### config.mk
export PLATFORM = sky130hd
export DESIGN_NAME = rtccal_top
export DESIGN_NICKNAME = d
export VERILOG_FILES = /design/src/common/rtccal_pkg.sv /design/src/common/rtccal_cal_if.sv /design/src/design/rtccal_day_limit.sv /design/src/design/rtccal_top.sv
export VERILOG_INCLUDE_DIRS = /design/src /design/src/common
export SDC_FILE = /design/constraint.sdc
export NUM_CORES = 1
export LEC_CHECK = 0
export BUFFER_PORTS_ARGS = -buffer_cell sky130_fd_sc_hd__clkbuf_2
export CORE_MARGIN = 1
export CORE_UTILIZATION = 38
export DETAILED_ROUTE_END_ITERATION = 8
export PLACE_DENSITY_LB_ADDON = 0.25
export SLEW_MARGIN = 10
export SYNTH_ARGS = -nofsm -noshare
export SYNTH_HDL_FRONTEND = slang
export SYNTH_SLANG_ARGS = --single-unit
### constraint.sdc
create_clock -name core_clk -period 5.78 [get_ports core_clk]
set_input_delay 1.156 -clock core_clk [delete_from_list [all_inputs] [get_ports core_clk]]
set_output_delay 1.156 -clock core_clk [all_outputs]
set_load 0.05 [all_outputs]
### src/common/rtccal_defines.svh
// register map, field positions, reset values and timing counts of the calendar block
`ifndef RTCCAL_DEFINES_SVH
`define RTCCAL_DEFINES_SVH

`define RTCCAL_ADDR_WEEKDAY    4'h3
`define RTCCAL_ADDR_DAY        4'h4
`define RTCCAL_ADDR_MONTH      4'h5
`define RTCCAL_ADDR_YEAR       4'h6
`define RTCCAL_ADDR_TRIM       4'h7
`define RTCCAL_ADDR_ALM_MIN    4'h8
`define RTCCAL_ADDR_ALM_HOUR   4'h9
`define RTCCAL_ADDR_ALM_MASK   4'ha

`define RTCCAL_CENTURY_BIT     7
`define RTCCAL_TRIM_INTV_BIT   7
`define RTCCAL_TRIM_DIR_BIT    6
`define RTCCAL_HOUR_PM_BIT     5

`define RTCCAL_TRIM_RESET      8'h00
`define RTCCAL_DAY_RESET       6'h01
`define RTCCAL_MONTH_RESET     5'h01
`define RTCCAL_YEAR_RESET      8'h00
`define RTCCAL_WEEKDAY_RESET   3'h0
`define RTCCAL_WEEKDAY_LAST    3'h6

`define RTCCAL_SEC_BASE_PULSES 16'h8000
`define RTCCAL_FLAG_DELAY_NS   61000
`define RTCCAL_CLK_PERIOD_NS   4

`endif

### src/common/rtccal_pkg.sv
// types shared by the calendar block
package rtccal_pkg;

  typedef enum logic [2:0] {
    RTCCAL_ALM_IDLE = 3'b001,
    RTCCAL_ALM_WAIT = 3'b010,
    RTCCAL_ALM_HOLD = 3'b100
  } rtccal_alm_state_t;

  typedef logic [5:0] rtccal_day_t;
  typedef logic [4:0] rtccal_month_t;
  typedef logic [7:0] rtccal_year_t;

endpackage

### src/common/rtccal_cal_if.sv
// month and year passed to the month-length decoder, last day returned
interface rtccal_cal_if;
  import rtccal_pkg::*;
  rtccal_month_t month;
  rtccal_year_t  year;
  rtccal_day_t   last_day;
  logic          leap;

  modport cal (output month, output year, input last_day, input leap);
  modport lim (input month, input year, output last_day, output leap);
endinterface

### src/design/rtccal_day_limit.sv
// last day of the current month, with leap-year decode
module rtccal_day_limit
  import rtccal_pkg::*;
(
  rtccal_cal_if.lim cal
);

  logic tens_odd;
  logic [3:0] units;

  assign tens_odd = cal.year[4];
  assign units    = cal.year[3:0];

  // year divisible by four in bcd, 00 included
  always_comb begin
    if (tens_odd) begin
      cal.leap = (units == 4'h2) || (units == 4'h6);
    end else begin
      cal.leap = (units == 4'h0) || (units == 4'h4) || (units == 4'h8);
    end
  end

  always_comb begin
    unique case (cal.month)
      5'h02: begin
        cal.last_day = cal.leap ? 6'h29 : 6'h28;
      end
      5'h04, 5'h06, 5'h09, 5'h11: begin
        cal.last_day = 6'h30;
      end
      default: begin
        cal.last_day = 6'h31;
      end
    endcase
  end

endmodule

### src/design/rtccal_top.sv
// calendar counters, time-count trim and weekly alarm compare
`include "rtccal_defines.svh"

module rtccal_top
  import rtccal_pkg::*;
#(
  parameter int FLAG_DELAY_CYC = `RTCCAL_FLAG_DELAY_NS / `RTCCAL_CLK_PERIOD_NS
)
(
  input  wire logic       core_clk,
  input  wire logic       rst_n,
  input  wire logic       osc_32k,
  input  wire logic [3:0] reg_addr,
  input  wire logic [7:0] reg_wdata,
  input  wire logic       reg_we,
  output logic      [7:0] reg_rdata,
  input  wire logic [6:0] cur_second,
  input  wire logic [6:0] cur_minute,
  input  wire logic [5:0] cur_hour,
  input  wire logic       day_carry,
  input  wire logic       hour_24_mode,
  input  wire logic       power_on_flag,
  input  wire logic       weekly_alarm_enable,
  input  wire logic       weekly_alarm_flag_clear,
  output logic            second_tick,
  output logic            weekly_alarm_flag,
  output logic            alarm_hour_is_pm
);

  // ==========================================================
  // registers
  rtccal_day_t       day_of_month_count;
  rtccal_month_t     month_count;
  logic              century_flag;
  rtccal_year_t      year_count;
  logic [2:0]        weekday_count;
  logic [7:0]        time_count_trim;
  logic [6:0]        weekly_alarm_minute;
  logic [5:0]        weekly_alarm_hour;
  logic [6:0]        weekly_alarm_day_mask;

  logic wr_day;
  logic wr_month;
  logic wr_year;
  logic wr_weekday;
  logic wr_trim;
  logic wr_amin;
  logic wr_ahour;
  logic wr_amask;

  assign wr_weekday = reg_we && (reg_addr == `RTCCAL_ADDR_WEEKDAY);
  assign wr_day     = reg_we && (reg_addr == `RTCCAL_ADDR_DAY);
  assign wr_month   = reg_we && (reg_addr == `RTCCAL_ADDR_MONTH);
  assign wr_year    = reg_we && (reg_addr == `RTCCAL_ADDR_YEAR);
  assign wr_trim    = reg_we && (reg_addr == `RTCCAL_ADDR_TRIM);
  assign wr_amin    = reg_we && (reg_addr == `RTCCAL_ADDR_ALM_MIN);
  assign wr_ahour   = reg_we && (reg_addr == `RTCCAL_ADDR_ALM_HOUR);
  assign wr_amask   = reg_we && (reg_addr == `RTCCAL_ADDR_ALM_MASK);

  // ==========================================================
  // month length
  rtccal_cal_if cal_bus ();

  assign cal_bus.month = month_count;
  assign cal_bus.year  = year_count;

  rtccal_day_limit u_day_limit (
    .cal (cal_bus.lim)
  );

  // ==========================================================
  // calendar counting
  function automatic logic [7:0] bcd_inc(input logic [7:0] v);
    logic [7:0] r;
    r = v;
    if (v[3:0] == 4'h9) begin
      r = {v[7:4] + 4'h1, 4'h0};
    end else begin
      r = {v[7:4], v[3:0] + 4'h1};
    end
    return r;
  endfunction

  logic day_wrap;
  logic month_wrap;
  logic year_wrap;
  logic [7:0] day_next8;
  logic [7:0] month_next8;
  logic [7:0] year_next8;

  assign day_wrap    = day_carry && (day_of_month_count == cal_bus.last_day);
  assign month_wrap  = day_wrap && (month_count == 5'h12);
  assign year_wrap   = month_wrap && (year_count == 8'h99);
  assign day_next8   = bcd_inc({2'h0, day_of_month_count});
  assign month_next8 = bcd_inc({3'h0, month_count});
  assign year_next8  = bcd_inc(year_count);

  always_ff @(posedge core_clk) begin
    if (!rst_n) begin
      day_of_month_count <= `RTCCAL_DAY_RESET;
    end else if (wr_day) begin
      day_of_month_count <= reg_wdata[5:0];
    end else if (day_wrap) begin
      day_of_month_count <= 6'h01;
    end else if (day_carry) begin
      day_of_month_count <= day_next8[5:0];
    end
  end

  always_ff @(posedge core_clk) begin
    if (!rst_n) begin
      month_count <= `RTCCAL_MONTH_RESET;
    end else if (wr_month) begin
      month_count <= reg_wdata[4:0];
    end else if (month_wrap) begin
      month_count <= 5'h01;
    end else if (day_wrap) begin
      month_count <= month_next8[4:0];
    end
  end

  always_ff @(posedge core_clk) begin
    if (!rst_n) begin
      year_count <= `RTCCAL_YEAR_RESET;
    end else if (wr_year) begin
      year_count <= reg_wdata;
    end else if (year_wrap) begin
      year_count <= 8'h00;
    end else if (month_wrap) begin
      year_count <= year_next8;
    end
  end

  always_ff @(posedge core_clk) begin
    if (!rst_n) begin
      century_flag <= 1'b0;
    end else if (wr_month) begin
      century_flag <= reg_wdata[`RTCCAL_CENTURY_BIT];
    end else if (year_wrap) begin
      century_flag <= ~century_flag;
    end
  end

  always_ff @(posedge core_clk) begin
    if (!rst_n) begin
      weekday_count <= `RTCCAL_WEEKDAY_RESET;
    end else if (wr_weekday) begin
      weekday_count <= reg_wdata[2:0];
    end else if (day_carry) begin
      if (weekday_count == `RTCCAL_WEEKDAY_LAST) begin
        weekday_count <= 3'h0;
      end else begin
        weekday_count <= weekday_count + 3'h1;
      end
    end
  end

  // ==========================================================
  // trim register and alarm compare registers
  always_ff @(posedge core_clk) begin
    if (!rst_n) begin
      time_count_trim <= `RTCCAL_TRIM_RESET;
    end else if (power_on_flag) begin
      time_count_trim <= `RTCCAL_TRIM_RESET;
    end else if (wr_trim) begin
      time_count_trim <= reg_wdata;
    end
  end

  // calendar and alarm contents after power-on are simply kept (undefined)
  always_ff @(posedge core_clk) begin
    if (!rst_n) begin
      weekly_alarm_minute   <= 7'h00;
      weekly_alarm_hour     <= 6'h00;
      weekly_alarm_day_mask <= 7'h00;
    end else begin
      if (wr_amin) begin
        weekly_alarm_minute <= reg_wdata[6:0];
      end
      if (wr_ahour) begin
        weekly_alarm_hour <= reg_wdata[5:0];
      end
      if (wr_amask) begin
        weekly_alarm_day_mask <= reg_wdata[6:0];
      end
    end
  end

  always_ff @(posedge core_clk) begin
    if (!rst_n) begin
      reg_rdata <= 8'h00;
    end else begin
      unique case (reg_addr)
        `RTCCAL_ADDR_WEEKDAY:  reg_rdata <= {5'h00, weekday_count};
        `RTCCAL_ADDR_DAY:      reg_rdata <= {2'h0, day_of_month_count};
        `RTCCAL_ADDR_MONTH:    reg_rdata <= {century_flag, 2'h0, month_count};
        `RTCCAL_ADDR_YEAR:     reg_rdata <= year_count;
        `RTCCAL_ADDR_TRIM:     reg_rdata <= time_count_trim;
        `RTCCAL_ADDR_ALM_MIN:  reg_rdata <= {1'b0, weekly_alarm_minute};
        `RTCCAL_ADDR_ALM_HOUR: reg_rdata <= {2'h0, weekly_alarm_hour};
        `RTCCAL_ADDR_ALM_MASK: reg_rdata <= {1'b0, weekly_alarm_day_mask};
        default:               reg_rdata <= 8'h00;
      endcase
    end
  end

  // ==========================================================
  // oscillator pulse sync and one-second divider
  logic osc_s1;
  logic osc_s2;
  logic osc_s3;
  logic osc_rise;

  always_ff @(posedge core_clk) begin
    if (!rst_n) begin
      osc_s1 <= 1'b0;
      osc_s2 <= 1'b0;
      osc_s3 <= 1'b0;
    end else begin
      osc_s1 <= osc_32k;
      osc_s2 <= osc_s1;
      osc_s3 <= osc_s2;
    end
  end

  assign osc_rise = osc_s2 && !osc_s3;

  logic       trim_interval_select;
  logic       trim_direction;
  logic [5:0] trim_magnitude;
  logic       adjust_point;
  logic       skip_adjust;
  logic [15:0] trim_delta;
  logic [15:0] sec_len;
  logic [15:0] pulse_cnt;

  assign trim_interval_select = time_count_trim[`RTCCAL_TRIM_INTV_BIT];
  assign trim_direction       = time_count_trim[`RTCCAL_TRIM_DIR_BIT];
  assign trim_magnitude       = time_count_trim[5:0];

  // second value in bcd: 00, 20, 40 or only 00
  assign adjust_point = trim_interval_select ? (cur_second == 7'h00) :
                        ((cur_second == 7'h00) || (cur_second == 7'h20) ||
                         (cur_second == 7'h40));

  always_comb begin
    if (trim_magnitude == 6'h00) begin
      trim_delta = 16'h0000;
    end else if (!trim_direction) begin
      trim_delta = {9'h000, trim_magnitude - 6'h01, 1'b0};
    end else begin
      trim_delta = 16'h0000 - {9'h000, ~trim_magnitude + 6'h01, 1'b0};
    end
  end

  // only the pulse count changes, the oscillator runs untouched
  always_comb begin
    if (adjust_point && !skip_adjust) begin
      sec_len = `RTCCAL_SEC_BASE_PULSES + trim_delta;
    end else begin
      sec_len = `RTCCAL_SEC_BASE_PULSES;
    end
  end

  // a trim write during an adjust-point second arms a skip that lasts until the running second ends
  always_ff @(posedge core_clk) begin
    if (!rst_n) begin
      skip_adjust <= 1'b0;
    end else if (wr_trim && adjust_point) begin
      skip_adjust <= 1'b1;
    end else if (second_tick) begin
      skip_adjust <= 1'b0;
    end
  end

  always_ff @(posedge core_clk) begin
    if (!rst_n) begin
      pulse_cnt   <= 16'h0000;
      second_tick <= 1'b0;
    end else begin
      second_tick <= 1'b0;
      if (osc_rise) begin
        if (pulse_cnt >= sec_len - 16'h0001) begin
          pulse_cnt   <= 16'h0000;
          second_tick <= 1'b1;
        end else begin
          pulse_cnt <= pulse_cnt + 16'h0001;
        end
      end
    end
  end

  // ==========================================================
  // weekly alarm
  logic alarm_match;
  logic alarm_match_d;
  logic day_enabled;
  logic [15:0] delay_cnt;
  rtccal_alm_state_t alm_state;

  assign day_enabled = (weekday_count != 3'h7) &&
                       weekly_alarm_day_mask[weekday_count];
  // raw hour compare covers pm flag and tens-of-twenty alike
  assign alarm_match = (cur_minute == weekly_alarm_minute) &&
                       (cur_hour == weekly_alarm_hour) && day_enabled;
  assign alarm_hour_is_pm = !hour_24_mode &&
                            weekly_alarm_hour[`RTCCAL_HOUR_PM_BIT];

  always_ff @(posedge core_clk) begin
    if (!rst_n) begin
      alarm_match_d <= 1'b0;
    end else begin
      alarm_match_d <= alarm_match;
    end
  end

  always_ff @(posedge core_clk) begin
    if (!rst_n) begin
      alm_state <= RTCCAL_ALM_IDLE;
      delay_cnt <= 16'h0000;
    end else begin
      unique case (alm_state)
        RTCCAL_ALM_IDLE: begin
          if (alarm_match && !alarm_match_d) begin
            alm_state <= RTCCAL_ALM_WAIT;
            delay_cnt <= 16'h0000;
          end
        end
        RTCCAL_ALM_WAIT: begin
          if (delay_cnt >= 16'(FLAG_DELAY_CYC - 1)) begin
            alm_state <= RTCCAL_ALM_HOLD;
          end else begin
            delay_cnt <= delay_cnt + 16'h0001;
          end
        end
        RTCCAL_ALM_HOLD: begin
          alm_state <= RTCCAL_ALM_IDLE;
        end
        default: begin
          alm_state <= RTCCAL_ALM_IDLE;
        end
      endcase
    end
  end

  // set wins over a clear in the same cycle; disabled alarm reads zero
  always_ff @(posedge core_clk) begin
    if (!rst_n) begin
      weekly_alarm_flag <= 1'b0;
    end else if (!weekly_alarm_enable) begin
      weekly_alarm_flag <= 1'b0;
    end else if (alm_state == RTCCAL_ALM_HOLD) begin
      weekly_alarm_flag <= 1'b1;
    end else if (weekly_alarm_flag_clear) begin
      weekly_alarm_flag <= 1'b0;
    end
  end

endmodule

[After elaboration in Yosys (flattened, before gate mapping)]
Cells that the tools add are included.
Operators by class
  $add $sub $neg: 14
  magnitude comparators: 3
  reductions and logical operators: 51
  bitwise logic cells: 3
  mux-type cells: 39
  equal/unequal tests: 35
Operators with widths (number)
  $mux 16: 6
  $pmux 8 s8: 1
  $add 16x1->16 const B: 2
  $mux 8: 4
  $pmux 16 s2: 1
  $eq 4x4->1 const B: 7
  $eq 4x3->1 const B: 6
  $mux 6: 4
  $mux 5: 4
  $logic_and 1x1->1: 19
  $reduce_bool 3->1: 6
  $add 16x16->16 const A: 1
  $add 4x1->4 const B: 4
  $ge 16x14->1 const B: 1
  $ge 16x16->1: 1
  $sub 16x1->16 const B: 1
  $mux 3: 5
  $eq 6x6->1: 2
  $pmux 6 s2: 1
  $reduce_and 2->1: 6
  $mux 1: 11
  $eq 5x3->1 const B: 2
  $eq 5x5->1 const B: 2
  $reduce_bool 2->1: 5
  31 further kinds: 43
Word-level totals
  bits in registers: 101
  word-level logic and storage cells: 168

[Logic depth before layout (Yosys ltp)]
  depth in word-level cells: 12
  gate-level depth with buffers: 19
  mapped depth without buffers: 17

[By module]
From an unflattened synthesis, not the netlist that was laid out.
Unflattened totals
  cell total of the unflattened synthesis: 746
  area total of the unflattened synthesis: 6099.6 um^2
By module, submodules not included
  rtccal_top: area each 5994.5 um^2, seq. area each 2021.9 um^2, cells each 730, instances 1
  rtccal_day_limit: area each 105.1 um^2, seq. area each 0.0 um^2, cells each 16, instances 1

[Least setup slack after synthesis]
OpenSTA, ideal clock, no wires.
  path kind: input -> register
  start: in cur_second[1]
  end: reg pulse_cnt[10]
  setup slack: 0.845 ns
  required time: 5.652 ns
  stages: 16
  setup time: 0.128 ns
  arrival time: 4.808 ns
  cells stage by stage: or4_1 or3_1 a311oi_1 nand3_1 ha_1 o21ai_0 o21ai_1 ha_1 xor2_1 ha_1 nand4_1 nor4_1 a21oi_1 o21ai_1 clkbuf_1 nor2_1
Between the ends
  word-level cells in the longest chain between the ends: 9
Ends and longest elaborated chain
  start, declared: RTL line rtccal_top.sv:17  | input wire logic [6:0] cur_second,
  $eq 7x6->1 or $logic_not 7->1 (tied branches): RTL line rtccal_top.sv:243, rtccal_top.sv:242
  $logic_or 1x1->1 (2 in series): RTL line rtccal_top.sv:243  | ((cur_second == 7'h00) || (cur_second == 7'h20) ||
  $mux 1 (*): RTL line rtccal_top.sv:242  | assign adjust_point = trim_interval_select ? (cur_second == 7'h00) :
  $logic_and 1x1->1 (*): RTL line rtccal_top.sv:258  | if (adjust_point && !skip_adjust) begin
  $mux 16 (*): RTL line rtccal_top.sv:258
  $sub 16x1->16 (*): RTL line rtccal_top.sv:283  | if (pulse_cnt >= sec_len - 16'h0001) begin
  $ge 16x16->1 (*): RTL line rtccal_top.sv:283
  $mux 16 (*): RTL line rtccal_top.sv:283
  end signal, assigned: RTL line rtccal_top.sv:287  | pulse_cnt <= pulse_cnt + 16'h0001;
  end, declared: RTL line rtccal_top.sv:235  | logic [15:0] pulse_cnt;
Mark *: on every way between the ends. The rest lies on a longest branch, timed or not.
A chain may end at the register's enable or synchronous reset.

[Worst setup path after layout]
  start: in cur_second[1]
  end: reg pulse_cnt[0]
The elaborated chain is that of the path after synthesis.

==> results.cfg <==
[grt]
grt_usage_pct = 20.8
grt_overflow = 0
grt_max_degree = 38
first_global_vias = 4996
antenna_found_initial = 0
grt_pass1_wl_mm = 26.3

[cells_and_area]
drive_gt1_share_pct = 10.8
fin_nets = 835
synthToLayoutAreaGrowth_pct = 10.9
final_cells = 982
stdcell_area_um2 = 6720
utilization_pct = 43.7
n_antenna_cell = 0

[routing]
vias_per_cell = 5.63
via_count = 5528
drc_errors = 0
final_antenna_net_count = 0
drt_iter0_markers = 397
wire_per_inst_um = 16.9
drt-total-wl_mm = 16.6
dr.pass1.iters = 5

[clock_network]
htree_levels = 3
clk-insertion-delay-late_ps = 360
cts_tree = done
post_cts_buffers = 0
cts.sinks = 101
cts_buffers = 9
clk_pin_slew_ps = 80
post_cts_resized = 0
clockRootBuffer = clkbuf_16
ctsHoldBuffers = 0
max-clock-path-buffers = 2

[critical_path]
rr_endpoint = pulse_cnt[0]
slowest_delay_ps = 500
cp_cell_sequence = clkbuf_2, or4_1, or3_1, a311oi_1, nand3_1, ha_1, o21ai_0, o21ai_1, ha_1, xor2_1, ha_1, nand4_1, nor4_1, a21oi_1, o21ai_1, buf_4, nor2_1
critPathLaunchType = input pin
cp_data_required_time_ps = 6030
cp.depth = 17
critPathCaptureType = register
reg2reg_from = time_count_trim[7]
r2r_slack_ps = 1760
critPathMaxFanout = 15
cp_common_cell = ha_1
critical-path-top-delay-family = simple AND/OR/NAND/NOR gates
reg2regPathDepth = 16
arrival_ps = 5000
path_class = in -> reg
slowest_stage = or4_1
cp_num_buf_inv = 2

[pwr]
switching_share_pct = 27.1
power.leakage_nw = 2.63
peakVddDrop_v = 0.000139
combinationalPowerShare_pct = 8.9
finalPower_mw = 1.49
clock_power_share_pct = 42.3
seqPwrFrac_pct = 48.8
power.density_nw_per_um2 = 221
p_int_mw = 1.08
p_sw_mw = 0.404

[placed_design]
place_congestion = 0.918
dpl.hpwl_mm = 12.2
placedCellCount = 966
place_ws_ps = 680
placement.cell_area_um2 = 6420
port_buffers = 51

[min_path]
hold_class = reg -> reg
hold_path_end = osc_s2
hold_depth = 1
min_from = osc_s1

[sta]
fin_ws_ps = 1030
slew_headroom_pct = 20.6
min_period_ps = 4750
grt_setup_unrepaired = false
period_share_pct = 82.2
holdWs_ps = 438
hold_viol = 0
slew_violations = 0
skew_ps = 10.9
setup_viol = 0
tns_ps = 0
max_freq_mhz = 210
tightest_slew_ps = 1180

[synth]
synth_nets = 813
synth_flop_cell = dfxtp_1
synthCells = 744
synth.distinct_cells = 67
syn_area_um2 = 6060
syn_avg_cell_area_um2 = 8.14
async_flop_share_pct = 0
yosysSeqAreaShare_pct = 33.4
yosysWarnings = 0
synth-edff-count = 0
ys_ff_latch = 101

[floorplan]
die_area_um2 = 16400
rows = 45
io_pins = 52
die_w_um = 128
die-height_um = 128
core_um2 = 15400
start_util_pct = 39.4

[outcome]
outcome = finished, final reports clean

[flow_run]
cap_viol_max_count = 0
## Yosys cell counts, types with 6 or more instances
cell type / number / area, um2
nand4_1: 9 / 56.3
a22oi_1: 9 / 67.6
nor2b_1: 14 / 87.6
nor3_1: 27 / 135
mux2i_1: 34 / 340
a21o_1: 6 / 45.0
and3_1: 12 / 75.1
o211ai_1: 8 / 60.1
or3_1: 13 / 81.3
and2_1: 8 / 50.1
a211oi_1: 7 / 52.6
nand3_1: 29 / 145
clkbuf_1: 32 / 120
inv_1: 13 / 48.8
nand2b_1: 11 / 68.8
ha_1: 28 / 350
xor2_1: 39 / 342
a21oi_1: 42 / 210
nand2_1: 55 / 206
o21ai_0: 34 / 170
xnor2_1: 15 / 131
dfxtp_1: 101 / 2020
nor4_1: 11 / 68.8
nor3b_1: 6 / 45.0
buf_1: 6 / 22.5
nor2_1: 96 / 360
a31oi_1: 11 / 68.8
## state kept, by name (all words and copies together) (netlist names), 3 cells and up
signal and cells:
day_of_month_count 6, pulse_cnt 16, reg_rdata 8, alm_state 3
cal_bus.month 5, cal_bus.year 8, weekday_count 3, delay_cnt 16
weekly_alarm_day_mask 7, weekly_alarm_hour 6, time_count_trim 8, weekly_alarm_minute 7
## cell type report
class	instances	area (um2)
clock inverter	5	51.3
timing repair buffer	53	270
multi-input combinational	587	3810
fill	1529	8650
inverter	14	52.6
sequential	101	2020
tap	211	264
clock buffer	11	253
## layout by cell type, fill, tap and decap left out, types with 11 or more instances in the layout
cell type	count
dfxtp_1	101
nor2_1	96
and3_1	12
nand2b_1	11
ha_1	28
nand2_1	55
clkbuf_2	51
a31oi_1	11
o21ai_0	34
xnor2_1	15
inv_1	13
a21oi_1	42
nor3_1	27
nor2b_1	14
mux2i_1	34
nand3_1	29
or3_1	13
xor2_1	39
nor4_1	11
## power groups by stage
stage	Clock, mW	Sequential [mW]	Combinational, mW
4_1_cts	0.641	0.726	0.132
6_report	0.629	0.726	0.132
3_5_place_dp	0	0.742	0.131
2_1_floorplan	0	0.739	0.0836
3_3_place_gp	0	0.741	0.129
5_1_grt	0.664	0.728	0.145
## worst max-delay path by stage
stage | from | end | slack, ps
floorplan | cur_second[1] | pulse_cnt[10] | 840
global placement | cur_second[1] | pulse_cnt[0] | 800
detailed placement | cur_second[1] | pulse_cnt[3] | 680
CTS | cur_second[1] | pulse_cnt[3] | 1040
global route | cur_second[1] | pulse_cnt[5] | 680
finish | cur_second[1] | pulse_cnt[0] | 1030
## logic make-up (layout without fill, tap and decap cells)
family	after synthesis	in the layout	synth area share (%)
XOR/XNOR	54	54	7.81
multiplexers	40	40	6.92
AO/OA/AOI/OAI	152	152	16.3
buffers and inverters	56	83	3.76
flip-flops	101	101	33.4
adder cells (fa/ha/maj)	29	29	5.95
AND/OR/NAND/NOR	312	312	25.9
## layer usage
| layer | vias to the layer above | track usage (%) | routed length, um |
|---|---|---|---|
| met5 | - | 0 | 0 |
| met4 | 0 | 7.75 | 318 |
| met3 | 24 | 3.46 | 676 |
| met2 | 134 | 32.3 | 7560 |
| met1 | 2662 | 28.7 | 8070 |
| li1 | 2708 | - | - |
No activity file was read; power rests on OpenSTA's default activity.
